File: src/hdl/threshold_learning_defines.svh
// constants for the vibration threshold learning block
`ifndef THRESHOLD_LEARNING_DEFINES_SVH
`define THRESHOLD_LEARNING_DEFINES_SVH
`define CLK_FREQ_HZ 100000000
`define HOLD_TIME_S 2
`define HOLD_CYCLES (`HOLD_TIME_S * `CLK_FREQ_HZ)
`define LEARN_TIME_S 30
`define LEARN_CYCLES ($unsigned(`LEARN_TIME_S) * $unsigned(`CLK_FREQ_HZ))
`define TOGGLE_TIME_MS 1000
`define TOGGLE_CYCLES (`TOGGLE_TIME_MS * (`CLK_FREQ_HZ / 1000))
`define AVG_SHIFT 8
`define THR_WIDTH 16
`define THR_MIN 16'h0019
`define THR_MAX 16'h01f4
`define THR_RESET 16'h0064
`endif

File: src/hdl/threshold_learning_pkg.sv
// types for the vibration threshold learning block
package threshold_learning_pkg;
   typedef enum logic [2:0] {
      st_idle, st_hold, st_sample, st_store, st_wait_nv, st_settle
   } learn_state_type;
endpackage : threshold_learning_pkg

File: src/hdl/threshold_store_if.sv
// carrier between learning sequencer and the threshold store
`timescale 1ns/1ps
interface threshold_store_if #(parameter int WIDTH = 16);
   logic wr_en;
   logic [WIDTH-1:0] wr_data;
   logic [WIDTH-1:0] rd_data;
   logic busy;
   modport master (output wr_en, output wr_data, input rd_data, input busy);
   modport store (input wr_en, input wr_data, output rd_data, output busy);
endinterface : threshold_store_if

File: src/hdl/threshold_store.sv
// retained threshold store with a write time per changed step
`timescale 1ns/1ps
`include "threshold_learning_defines.svh"
module threshold_store #(
   parameter int WIDTH = 16,
   parameter int STEP_CYCLES = 4
) (
   input wire logic clock_i,
   input wire logic rst_n_i,
   threshold_store_if.store port_s
);
   typedef struct packed {
      logic [WIDTH-1:0] value;
      logic [WIDTH-1:0] target;
      logic [15:0] step;
      logic busy;
   } store_state_type;
   store_state_type state_r;
   store_state_type state_nxt;
   always_comb begin
      state_nxt = state_r;
      if (state_r.busy) begin
         if (state_r.step >= 16'(STEP_CYCLES - 1)) begin
            state_nxt.step = '0;
            if (state_r.value < state_r.target) begin
               state_nxt.value = state_r.value + 1'b1;
            end else if (state_r.value > state_r.target) begin
               state_nxt.value = state_r.value - 1'b1;
            end else begin
               state_nxt.busy = 1'b0;
            end
         end else begin
            state_nxt.step = state_r.step + 16'h0001;
         end
      end else if (port_s.wr_en) begin
         state_nxt.target = port_s.wr_data;
         state_nxt.busy = 1'b1;
         state_nxt.step = '0;
      end
   end
   always_ff @(posedge clock_i or negedge rst_n_i) begin
      if (!rst_n_i) begin
         state_r <= '{value: WIDTH'(`THR_RESET), target: WIDTH'(`THR_RESET),
                      step: 16'h0000, busy: 1'b0};
      end else begin
         state_r <= state_nxt;
      end
   end
   assign port_s.rd_data = state_r.value;
   assign port_s.busy = state_r.busy;
   a_store_busy_hold: assert property (@(posedge clock_i) disable iff (!rst_n_i)
      state_r.busy && state_r.value != state_r.target |=> state_r.busy)
      else $error("store dropped busy before reaching target");
endmodule : threshold_store

File: src/hdl/threshold_learning.sv
// magnet started vibration threshold learning sequencer
// Notes on behaviour
// - magnet ignored unless learning option enabled
// - start after magnet held two seconds
// - new threshold is twice average amplitude
// - learned threshold saved in retained storage
// - relay toggles repeatedly while learning runs
// - sequence lasts at least thirty seconds
// - threshold limited to quarter to five
`timescale 1ns/1ps
`include "threshold_learning_defines.svh"
module threshold_learning #(
   parameter int HOLD_CYCLES = `HOLD_CYCLES,
   parameter int unsigned LEARN_CYCLES = `LEARN_CYCLES,
   parameter int TOGGLE_CYCLES = `TOGGLE_CYCLES,
   parameter int AVG_SHIFT = `AVG_SHIFT,
   parameter int STEP_CYCLES = 4,
   parameter int WIDTH = `THR_WIDTH
) (
   input wire logic clock_i,
   input wire logic rst_n_i,
   input wire logic auto_threshold_learning_i,
   input wire logic magnet_i,
   input wire logic sample_valid_i,
   input wire logic [WIDTH-1:0] amplitude_i,
   input wire logic relay_normal_i,
   output logic relay_o,
   output logic learning_o,
   output logic done_o,
   output logic [WIDTH-1:0] threshold_o
);
   localparam int SAMPLES = 1 << AVG_SHIFT;
   typedef struct packed {
      threshold_learning_pkg::learn_state_type st;
      logic [31:0] timer;
      logic [31:0] toggle;
      logic [WIDTH+AVG_SHIFT-1:0] sum;
      logic [AVG_SHIFT:0] count;
      logic [WIDTH-1:0] learned;
      logic relay;
      logic done;
   } learn_type;
   learn_type state_r;
   learn_type state_nxt;
   threshold_store_if #(.WIDTH(WIDTH)) store_bus ();
   threshold_store #(.WIDTH(WIDTH), .STEP_CYCLES(STEP_CYCLES)) u_store (
      .clock_i(clock_i),
      .rst_n_i(rst_n_i),
      .port_s(store_bus)
   );
   function automatic logic [WIDTH-1:0] clamp_thr(
      input logic [WIDTH:0] v);
      if (v < (WIDTH+1)'(`THR_MIN)) begin
         return WIDTH'(`THR_MIN);
      end else if (v > (WIDTH+1)'(`THR_MAX)) begin
         return WIDTH'(`THR_MAX);
      end
      return v[WIDTH-1:0];
   endfunction : clamp_thr
   logic learn_active;
   assign learn_active = state_r.st != threshold_learning_pkg::st_idle &&
      state_r.st != threshold_learning_pkg::st_hold;
   always_comb begin
      state_nxt = state_r;
      state_nxt.done = 1'b0;
      if (learn_active) begin
         state_nxt.timer = state_r.timer + 32'h1;
         if (state_r.toggle >= 32'(TOGGLE_CYCLES - 1)) begin
            state_nxt.toggle = '0;
            state_nxt.relay = ~state_r.relay;
         end else begin
            state_nxt.toggle = state_r.toggle + 32'h1;
         end
      end
      store_bus.wr_en = 1'b0;
      store_bus.wr_data = state_r.learned;
      unique case (state_r.st)
         threshold_learning_pkg::st_idle: begin
            state_nxt.relay = relay_normal_i;
            state_nxt.timer = '0;
            if (auto_threshold_learning_i && magnet_i) begin
               state_nxt.st = threshold_learning_pkg::st_hold;
            end
         end
         threshold_learning_pkg::st_hold: begin
            if (!magnet_i || !auto_threshold_learning_i) begin
               state_nxt.st = threshold_learning_pkg::st_idle;
            end else if (state_r.timer >= 32'(HOLD_CYCLES - 1)) begin
               state_nxt.st = threshold_learning_pkg::st_sample;
               state_nxt.timer = '0;
               state_nxt.toggle = '0;
               state_nxt.sum = '0;
               state_nxt.count = '0;
            end else begin
               state_nxt.timer = state_r.timer + 32'h1;
            end
         end
         threshold_learning_pkg::st_sample: begin
            if (sample_valid_i) begin
               state_nxt.sum = state_r.sum + (WIDTH+AVG_SHIFT)'(amplitude_i);
               state_nxt.count = state_r.count + 1'b1;
            end
            if (state_r.count == (AVG_SHIFT+1)'(SAMPLES)) begin
               state_nxt.learned = clamp_thr({state_r.sum[WIDTH+AVG_SHIFT-1:
                  AVG_SHIFT], 1'b0});
               state_nxt.sum = state_r.sum;
               state_nxt.count = state_r.count;
               state_nxt.st = threshold_learning_pkg::st_store;
            end
         end
         threshold_learning_pkg::st_store: begin
            store_bus.wr_en = !store_bus.busy;
            if (!store_bus.busy) begin
               state_nxt.st = threshold_learning_pkg::st_wait_nv;
            end
         end
         threshold_learning_pkg::st_wait_nv: begin
            if (!store_bus.busy && store_bus.rd_data == state_r.learned) begin
               state_nxt.st = threshold_learning_pkg::st_settle;
            end
         end
         threshold_learning_pkg::st_settle: begin
            if (state_r.timer >= 32'(LEARN_CYCLES - 1)) begin
               state_nxt.st = threshold_learning_pkg::st_idle;
               state_nxt.relay = relay_normal_i;
               state_nxt.done = 1'b1;
               state_nxt.timer = '0;
            end
         end
         default: begin
            state_nxt.st = threshold_learning_pkg::st_idle;
         end
      endcase
   end
   always_ff @(posedge clock_i or negedge rst_n_i) begin
      if (!rst_n_i) begin
         state_r <= '{st: threshold_learning_pkg::st_idle, timer: 32'h0,
                      toggle: 32'h0, sum: '0, count: '0, learned: '0,
                      relay: 1'b0, done: 1'b0};
      end else begin
         state_r <= state_nxt;
      end
   end
   assign relay_o = state_r.relay;
   assign learning_o = learn_active;
   assign done_o = state_r.done;
   assign threshold_o = store_bus.rd_data;

   a_gate_enable: assert property (@(posedge clock_i) disable iff (!rst_n_i)
      state_r.st == threshold_learning_pkg::st_idle &&
      !auto_threshold_learning_i |=>
      state_r.st == threshold_learning_pkg::st_idle)
      else $error("left idle with learning disabled");
   a_hold_abort: assert property (@(posedge clock_i) disable iff (!rst_n_i)
      state_r.st == threshold_learning_pkg::st_hold && !magnet_i |=>
      state_r.st == threshold_learning_pkg::st_idle)
      else $error("hold not aborted on magnet release");
   a_twice_avg: assert property (@(posedge clock_i) disable iff (!rst_n_i)
      state_r.st == threshold_learning_pkg::st_sample &&
      state_nxt.st == threshold_learning_pkg::st_store |=>
      state_r.learned == clamp_thr({$past(state_r.sum[WIDTH+AVG_SHIFT-1:
      AVG_SHIFT]), 1'b0}))
      else $error("learned threshold not twice the average");
   a_thr_range: assert property (@(posedge clock_i) disable iff (!rst_n_i)
      state_r.st == threshold_learning_pkg::st_store |->
      state_r.learned >= WIDTH'(`THR_MIN) &&
      state_r.learned <= WIDTH'(`THR_MAX))
      else $error("learned threshold out of range");
   a_store_write: assert property (@(posedge clock_i) disable iff (!rst_n_i)
      state_r.st == threshold_learning_pkg::st_store && !store_bus.busy |->
      store_bus.wr_en ##1 store_bus.busy)
      else $error("store write not issued");
   a_relay_flip: assert property (@(posedge clock_i) disable iff (!rst_n_i)
      learn_active && state_r.toggle == 32'(TOGGLE_CYCLES - 1) &&
      state_nxt.st != threshold_learning_pkg::st_idle |=>
      relay_o != $past(relay_o))
      else $error("relay did not toggle");
   a_relay_normal: assert property (@(posedge clock_i) disable iff (!rst_n_i)
      done_o |-> relay_o == $past(relay_normal_i))
      else $error("relay not normal after learning");
   a_min_length: assert property (@(posedge clock_i) disable iff (!rst_n_i)
      $rose(done_o) |-> $past(state_r.timer) >= 32'(LEARN_CYCLES - 1))
      else $error("learning ended early");
   c_hold_start: cover property (@(posedge clock_i) disable iff (!rst_n_i)
      state_r.st == threshold_learning_pkg::st_hold ##1
      state_r.st == threshold_learning_pkg::st_sample);
   c_hold_abort: cover property (@(posedge clock_i) disable iff (!rst_n_i)
      state_r.st == threshold_learning_pkg::st_hold ##1
      state_r.st == threshold_learning_pkg::st_idle);
   c_done: cover property (@(posedge clock_i) disable iff (!rst_n_i) done_o);
endmodule : threshold_learning

File: config.mk
export PLATFORM = sky130hd
export DESIGN_NAME = threshold_learning
export DESIGN_NICKNAME = d
export VERILOG_FILES = /design/src/hdl/threshold_learning_pkg.sv /design/src/hdl/threshold_store_if.sv /design/src/hdl/threshold_store.sv /design/src/hdl/threshold_learning.sv
export VERILOG_INCLUDE_DIRS = /design/src /design/src/hdl
export SDC_FILE = /design/constraint.sdc
export NUM_CORES = 1
export LEC_CHECK = 0
export BUFFER_PORTS_ARGS = -buffer_cell sky130_fd_sc_hd__buf_4
export CAP_MARGIN = 15
export CELL_PAD_IN_SITES_DETAIL_PLACEMENT = 0
export CELL_PAD_IN_SITES_GLOBAL_PLACEMENT = 2
export CORE_MARGIN = 5
export CORE_UTILIZATION = 43
export DETAILED_ROUTE_END_ITERATION = 10
export PLACE_DENSITY_LB_ADDON = 0.05
export SYNTH_ARGS = -nofsm -noshare
export SYNTH_HDL_FRONTEND = slang
export SYNTH_SLANG_ARGS = --single-unit
File: constraint.sdc
create_clock -name clock_i -period 6 [get_ports clock_i]
set_input_delay 1.2 -clock clock_i [delete_from_list [all_inputs] [get_ports clock_i]]
set_output_delay 1.2 -clock clock_i [all_outputs]
set_load 0.02 [all_outputs]
# After elaboration in Yosys (flattened, before gate mapping)

Index checks and enable logic that the tools add are counted.

$add $sub $neg: 7
Magnitude comparators: 8
Equality and inequality tests: 18
Muxes and demuxes: 39
Bitwise logic cells: 2
Reductions and logical operators: 17

Operator list:

| operator                                              | number |
|---|---|
| 2-to-1 mux 97 bit                                     | 1 |
| 2-to-1 mux 16 bit                                     | 6 |
| 2-to-1 mux 32 bit                                     | 3 |
| case mux 32 bit (3 select lines)                      | 1 |
| case mux 33 bit (2 select lines)                      | 1 |
| 2-to-1 mux 65 bit                                     | 1 |
| adder 32 x 1 -> 32 bit, second input constant         | 2 |
| 2-to-1 mux 64 bit                                     | 1 |
| 2-to-1 mux 49 bit                                     | 1 |
| 2-to-1 mux 35 bit                                     | 1 |
| 2-to-1 mux 17 bit                                     | 2 |
| 2-to-1 mux 33 bit                                     | 1 |
| adder 16 x 1 -> 16 bit, second input constant         | 2 |
| >= comparator 32 x 27 -> 1 bit, second input constant | 1 |
| >= comparator 32 x 28 -> 1 bit, second input constant | 1 |
| >= comparator 32 bit, second input constant           | 1 |
| adder 24 x 16 -> 24 bit                               | 1 |
| 2-to-1 mux 3 bit                                      | 6 |
| inequality test 2 bit, second input constant          | 9 |
| case mux 3 bit (6 select lines)                       | 1 |
| > comparator 17 x 9 -> 1 bit, second input constant   | 1 |
| < comparator 17 x 5 -> 1 bit, second input constant   | 1 |
| equality test 16 bit                                  | 1 |
| >= comparator 16 x 2 -> 1 bit, second input constant  | 1 |
| 24 further kinds                                      | 44 |

Register bits after elaboration: 167

# Depth between registers and ports, before layout

Depth after elaboration: 8
Depth in mapped cells: 16
Depth with buffers taken out: 15

# By module

From an unflattened synthesis, not the netlist that was laid out.

Cell total of the unflattened synthesis: 1053
Area total of the unflattened synthesis: 9905.8 um^2

Modules (own cells, without submodules):

| module             | times used | cells an instance | area an instance (um^2) | sequential area each (um^2) |
|---|---|---|---|---|
| threshold_learning | 1          | 762               | 6954.2                  | 2952.8 |
| threshold_store    | 1          | 291               | 2951.6                  | 1233.7 |

# Worst setup path after synthesis

OpenSTA, ideal clock, no wires.

Path type: reg-to-reg
Start: register u_store.state_r[22] (netlist bit)
End: register u_store.state_r, in the netlist u_store.port_s.rd_data[12]
Library setup time: 0.125 ns
Arrival: 3.819 ns
Slack: 2.057 ns
Cell stages (with the launch flop): 16
Period minus slack after synthesis: 3.943 ns
Cell sequence: dfstp_2 -> inv_1 -> ha_1 -> a21o_1 -> a21o_1 -> a21oi_1 -> o22a_1 -> nand3_1 -> fa_1 -> a21o_1 -> a21o_1 -> a2111oi_2 -> nor4_1 -> nor3_1 -> xnor2_1 -> mux2_2

Longest elaborated chain between the ends: 3
Elaborated cells on any way between the ends: 5

RTL lines:

| item                                                       | line                                         | text |
|---|---|---|
| start: declaration                                         | threshold_store.sv:18                        | `store_state_type state_r;` |
| start signal: assignment                                   | threshold_store.sv:43                        | `` state_r <= '{value: WIDTH'(`THR_RESET), target: WIDTH'(`THR_RESET), `` |
| start signal: assignment                                   | threshold_store.sv:46                        | `state_r <= state_nxt;` |
| > comparator 16 bit or < comparator 16 bit (tied branches) | threshold_store.sv:27, threshold_store.sv:25 |  |
| nonzero test 2 bit (no line)                               | n/a                                          |  |
| AND reduction 3 bit (no line)                              | n/a                                          |  |

Several ways; a longest one is shown, not always the timed one.
A chain may end at the register's enable or synchronous reset.

# Worst setup path after layout

Ends and elaborated chain as after synthesis.

==> out/results.tsv <==
stage	metric	value	unit
status	status	complete, no violations	
power_and_ir_drop	Int Power	1.86	mW
sta	Final Hold Slack	0.486	ns
final_layout	final core occ	48.3	%
sta	count of final setup violators	0	
critical_path	Bufs and invs on worst path	1	
critical_path	CP most frequent cell	a21o_1	
grt	pin count of the biggest net entering global routing	168	
sta	unrepaired setup endpoints after global routing	no	
drt	post-route ant nets	0	
floorplan	Chip Height	162	microns
final_layout	nets@finish	1135	
floorplan	core area	22800	sq um
clocking	CTS H-Tree Depth	4	
yosys	Distinct cells, synth	81	
placement	GP Congestion	0.790	
power_and_ir_drop	Clk pwr share	44.5	%
grt	Remaining Overflow, GRT	0	
power_and_ir_drop	switch share	27.0	%
final_layout	FILL cells	2183	
drt	via count	7477	
sta	Worst Tran Pin Value	1.01	ns
power_and_ir_drop	Cell Pwr Density	231	nW/um^2
floorplan	Die Wd	162	microns
drt	1st-iter DRT viols	412	
critical_path	crit-path max FO	15	
power_and_ir_drop	Peak VDD IR	165	uV
grt	GR Layer Usage met2	27.8	%
yosys	Synth Area per Inst	9.51	sq um
yosys	largest family of logic cells by synthesized area	simple AND/OR/NAND/NOR gates	
critical_path	Worst EP arrival	5.01	ns
clocking	CTS Buf Count	17	
final_layout	final cell count without fillers	1386	
final_layout	ANT cells	0	
drt	routed length per instance	16.5	microns
sta	final hold vios	0	
yosys	Seq/Total Area, Yosys	42.0	%
yosys	syn nets	1124	
placement	DP Area	10400	sq um
clocking	clock buffer depth	2	
sta	worst setup margin	1.31	ns
critical_path	critical-path cell list	inv_1, ha_1, a21o_1, a21o_1, a21oi_1, o22a_1, nand3_1, fa_1, a21o_1, a21o_1, a2111oi_2, nor4_1, nor3_1, xnor2_1, mux2_2	
grt	met3 GRT Util	3.52	%
yosys	EDFF count, synth	0	
yosys	Post-Syn Area	9980	sq um
critical_path	Top Family by Delay on Critical Path	compound AO/OA/AOI/OAI gates	
clocking	hold_buf cts	0	
critical_path	crit path kind	flip-flop to flip-flop	
clocking	# resized after CTS	0	
yosys	Yosys reg bits	167	
run	Max-Cap Viols	0	
power_and_ir_drop	LEAKAGE	5.25	nW
floorplan	initial core utilization	43.8	%
final_layout	share of cells above drive strength 1	13.0	%
floorplan	die area	26400	sq um
yosys	Gate Count Post-Synth	1049	
clocking	clk sink count	167	
yosys	simple-gate portion of the synthesized area	20.3	%
grt	first-pass GRT wire length	38600	microns
clocking	clk root buf	clkbuf_16	
power_and_ir_drop	combinational power share	9.6	%
clocking	CTS clock-pin slew for the worst setup and hold paths	0.07	ns
grt	vias in the first global route	7393	
placement	Inst Count DP	1354	
clocking	CTS tree	done	
critical_path	Slowest-stage cell, CP	fa_1	
grt	GRT Overall Usage	18.0	%
clocking	# Post-CTS Setup Buffers	0	
grt	initial antenna violation count	0	
clocking	Clock Latency Late Sink	0.43	ns
final_layout	area grow syn2layout	10.2	%
sta	setup TNS	0	ns
drt	1st-pass router iterations	4	
critical_path	CP Capture Type	flip-flop	
yosys	asr flop ratio synth	100	%
sta	Slew Viols, Final	0	
sta	Max Clock Skew	0.0101	ns
drt	DRC Markers	0	
sta	Tmin final	4.69	ns
worst_hold_path	Hold Path Class	flip-flop to flip-flop	
yosys	xor-xnor portion of the synthesized cell area	7.11	%
floorplan	cell row count	55	
drt	drt total wl	22900	microns
yosys	Synth Flop Type	dfrtp_1	
sta	Final Cycle Share	78.1	%
final_layout	Layout Cell Area excl Fill	11000	sq um
yosys	adder-cell share of the synthesized area	6.80	%
power_and_ir_drop	Net Sw Power	0.685	mW
sta	slew margin rel.	32.3	%
placement	HPWL after detailed placement	15900	microns
drt	DR vias/cell	5.39	
yosys	area fraction in compound gates after synthesis	17.5	%
critical_path	worst endpoint required time	6.32	ns
placement	number of port buffers	40	
yosys	Ys Warns	0	
grt	GR peak layer	met2	
yosys	mux cell area share after synthesis	1.83	%
critical_path	CP peak stage delay	0.67	ns
floorplan	# IOs	41	
sta	Max Freq	0.213	GHz
grt	grt met1 use	26.3	%
power_and_ir_drop	sequential share of power	45.8	%
critical_path	CP startpoint kind	flip-flop	
placement	DP Worst Slack	1.36	ns
power_and_ir_drop	total power	2.54	mW
## final timing paths
check,start,endpoint,slack (ns),cells after the start
max in group asynchronous,rst_n_i,state_r[74]$_DFF_PN0_,4.40,2
max,u_store.state_r[22]$_DFFE_PN1P_,u_store.port_s.rd_data[12]$_DFFE_PN0P_,1.31,15
min in group asynchronous,rst_n_i,state_r[29]$_DFFE_PN0P_,0.85,2
min reg2reg,state_r[33]$_DFFE_PN0P_,state_r[33]$_DFFE_PN0P_,0.49,2
max reg2reg,u_store.state_r[22]$_DFFE_PN1P_,u_store.port_s.rd_data[12]$_DFFE_PN0P_,1.31,15
min,state_r[33]$_DFFE_PN0P_,state_r[33]$_DFFE_PN0P_,0.49,2
## metal layers
metal,vias to the layer above,wire length [microns]
met5,-,0
met4,0,202
met3,14,689
met2,94,10300
met1,3579,11700
li1,3790,-
## power by group through the flow
| stage | clock network, mW | registers (mW) | logic (mW) |
|---|---|---|---|
| floorplan | 0 | 1.17 | 0.180 |
| global placement | 0 | 1.19 | 0.250 |
| detailed placement | 0 | 1.19 | 0.250 |
| CTS | 1.17 | 1.17 | 0.250 |
| global route | 1.22 | 1.17 | 0.279 |
| finish | 1.13 | 1.16 | 0.245 |
## flip-flops by register name, indices dropped and copies added, names as in the netlist
| signal | count |
|---|---|
| state_r | 100 |
| u_store.state_r | 32 |
| store_bus.wr_data | 16 |
| u_store.port_s.rd_data | 16 |
| done_o | 1 |
| relay_o | 1 |
| u_store.port_s.busy | 1 |
## synth_stat cells, types with 7 or more instances
cell	number	area share (%)
a211oi_1	7	0.53
a21o_1	25	1.9
a21oi_1	55	2.8
a21oi_2	8	0.70
a31oi_1	21	1.3
a41oi_1	9	0.79
and2_1	24	1.5
and3_1	21	1.3
buf_2	15	0.75
buf_4	19	1.4
clkbuf_1	12	0.45
dfrtp_1	161	40
ha_1	51	6.4
inv_1	33	1.2
mux2_2	10	1.1
mux2i_1	7	0.70
nand2_1	102	3.8
nand3_1	36	1.8
nand4_1	25	1.6
nor2_1	89	3.3
nor3_1	18	0.90
nor4_1	18	1.1
o21a_1	7	0.53
o21ai_0	59	3.0
o21bai_1	9	0.68
o31ai_1	9	0.68
or3_1	10	0.63
xnor2_1	28	2.5
xor2_1	53	4.7
## layout by cell type (no fill, tap or decap), drive strengths merged, types with 28 or more instances in the layout
cell type,instances
a21oi,63
buf,44
dfrtp,161
ha,51
inv,40
nand2,102
nand3,36
nand4,28
nor2,90
o21ai,68
xnor2,28
xor2,53
## layout make-up
class                   instances  area, sq um  share of cell area [%]
inverters                      34          128                    1.16
clock inverters                14          165                    1.50
clock buffers                  18          429                    3.90
multi-input cells             796         5350                    48.6
well taps                     313          392                    3.56
repair buffers                 44          347                    3.15
flip-flops and latches        167         4190                    38.1
## worst reg2reg max path, stage by stage (launching register included)
cell and delay [ns]:
dfstp_2 0.52, inv_1 0.04, ha_1 0.28, a21o_1 0.16, a21o_1 0.17, a21oi_1 0.31
o22a_1 0.24, nand3_1 0.56, fa_1 0.67, a21o_1 0.17, a21o_1 0.21, a2111oi_2 0.49
nor4_1 0.17, nor3_1 0.25, xnor2_1 0.08, mux2_2 0.25
## kinds of logic after synthesis
family / count (synthesis)
flip-flops: 167
AO/OA/AOI/OAI: 255
adder cells (fa/ha/maj): 53
AND/OR/NAND/NOR: 390
multiplexers: 17
XOR/XNOR: 81
buffers and inverters: 86
Power figures use the tool's default switching activity.
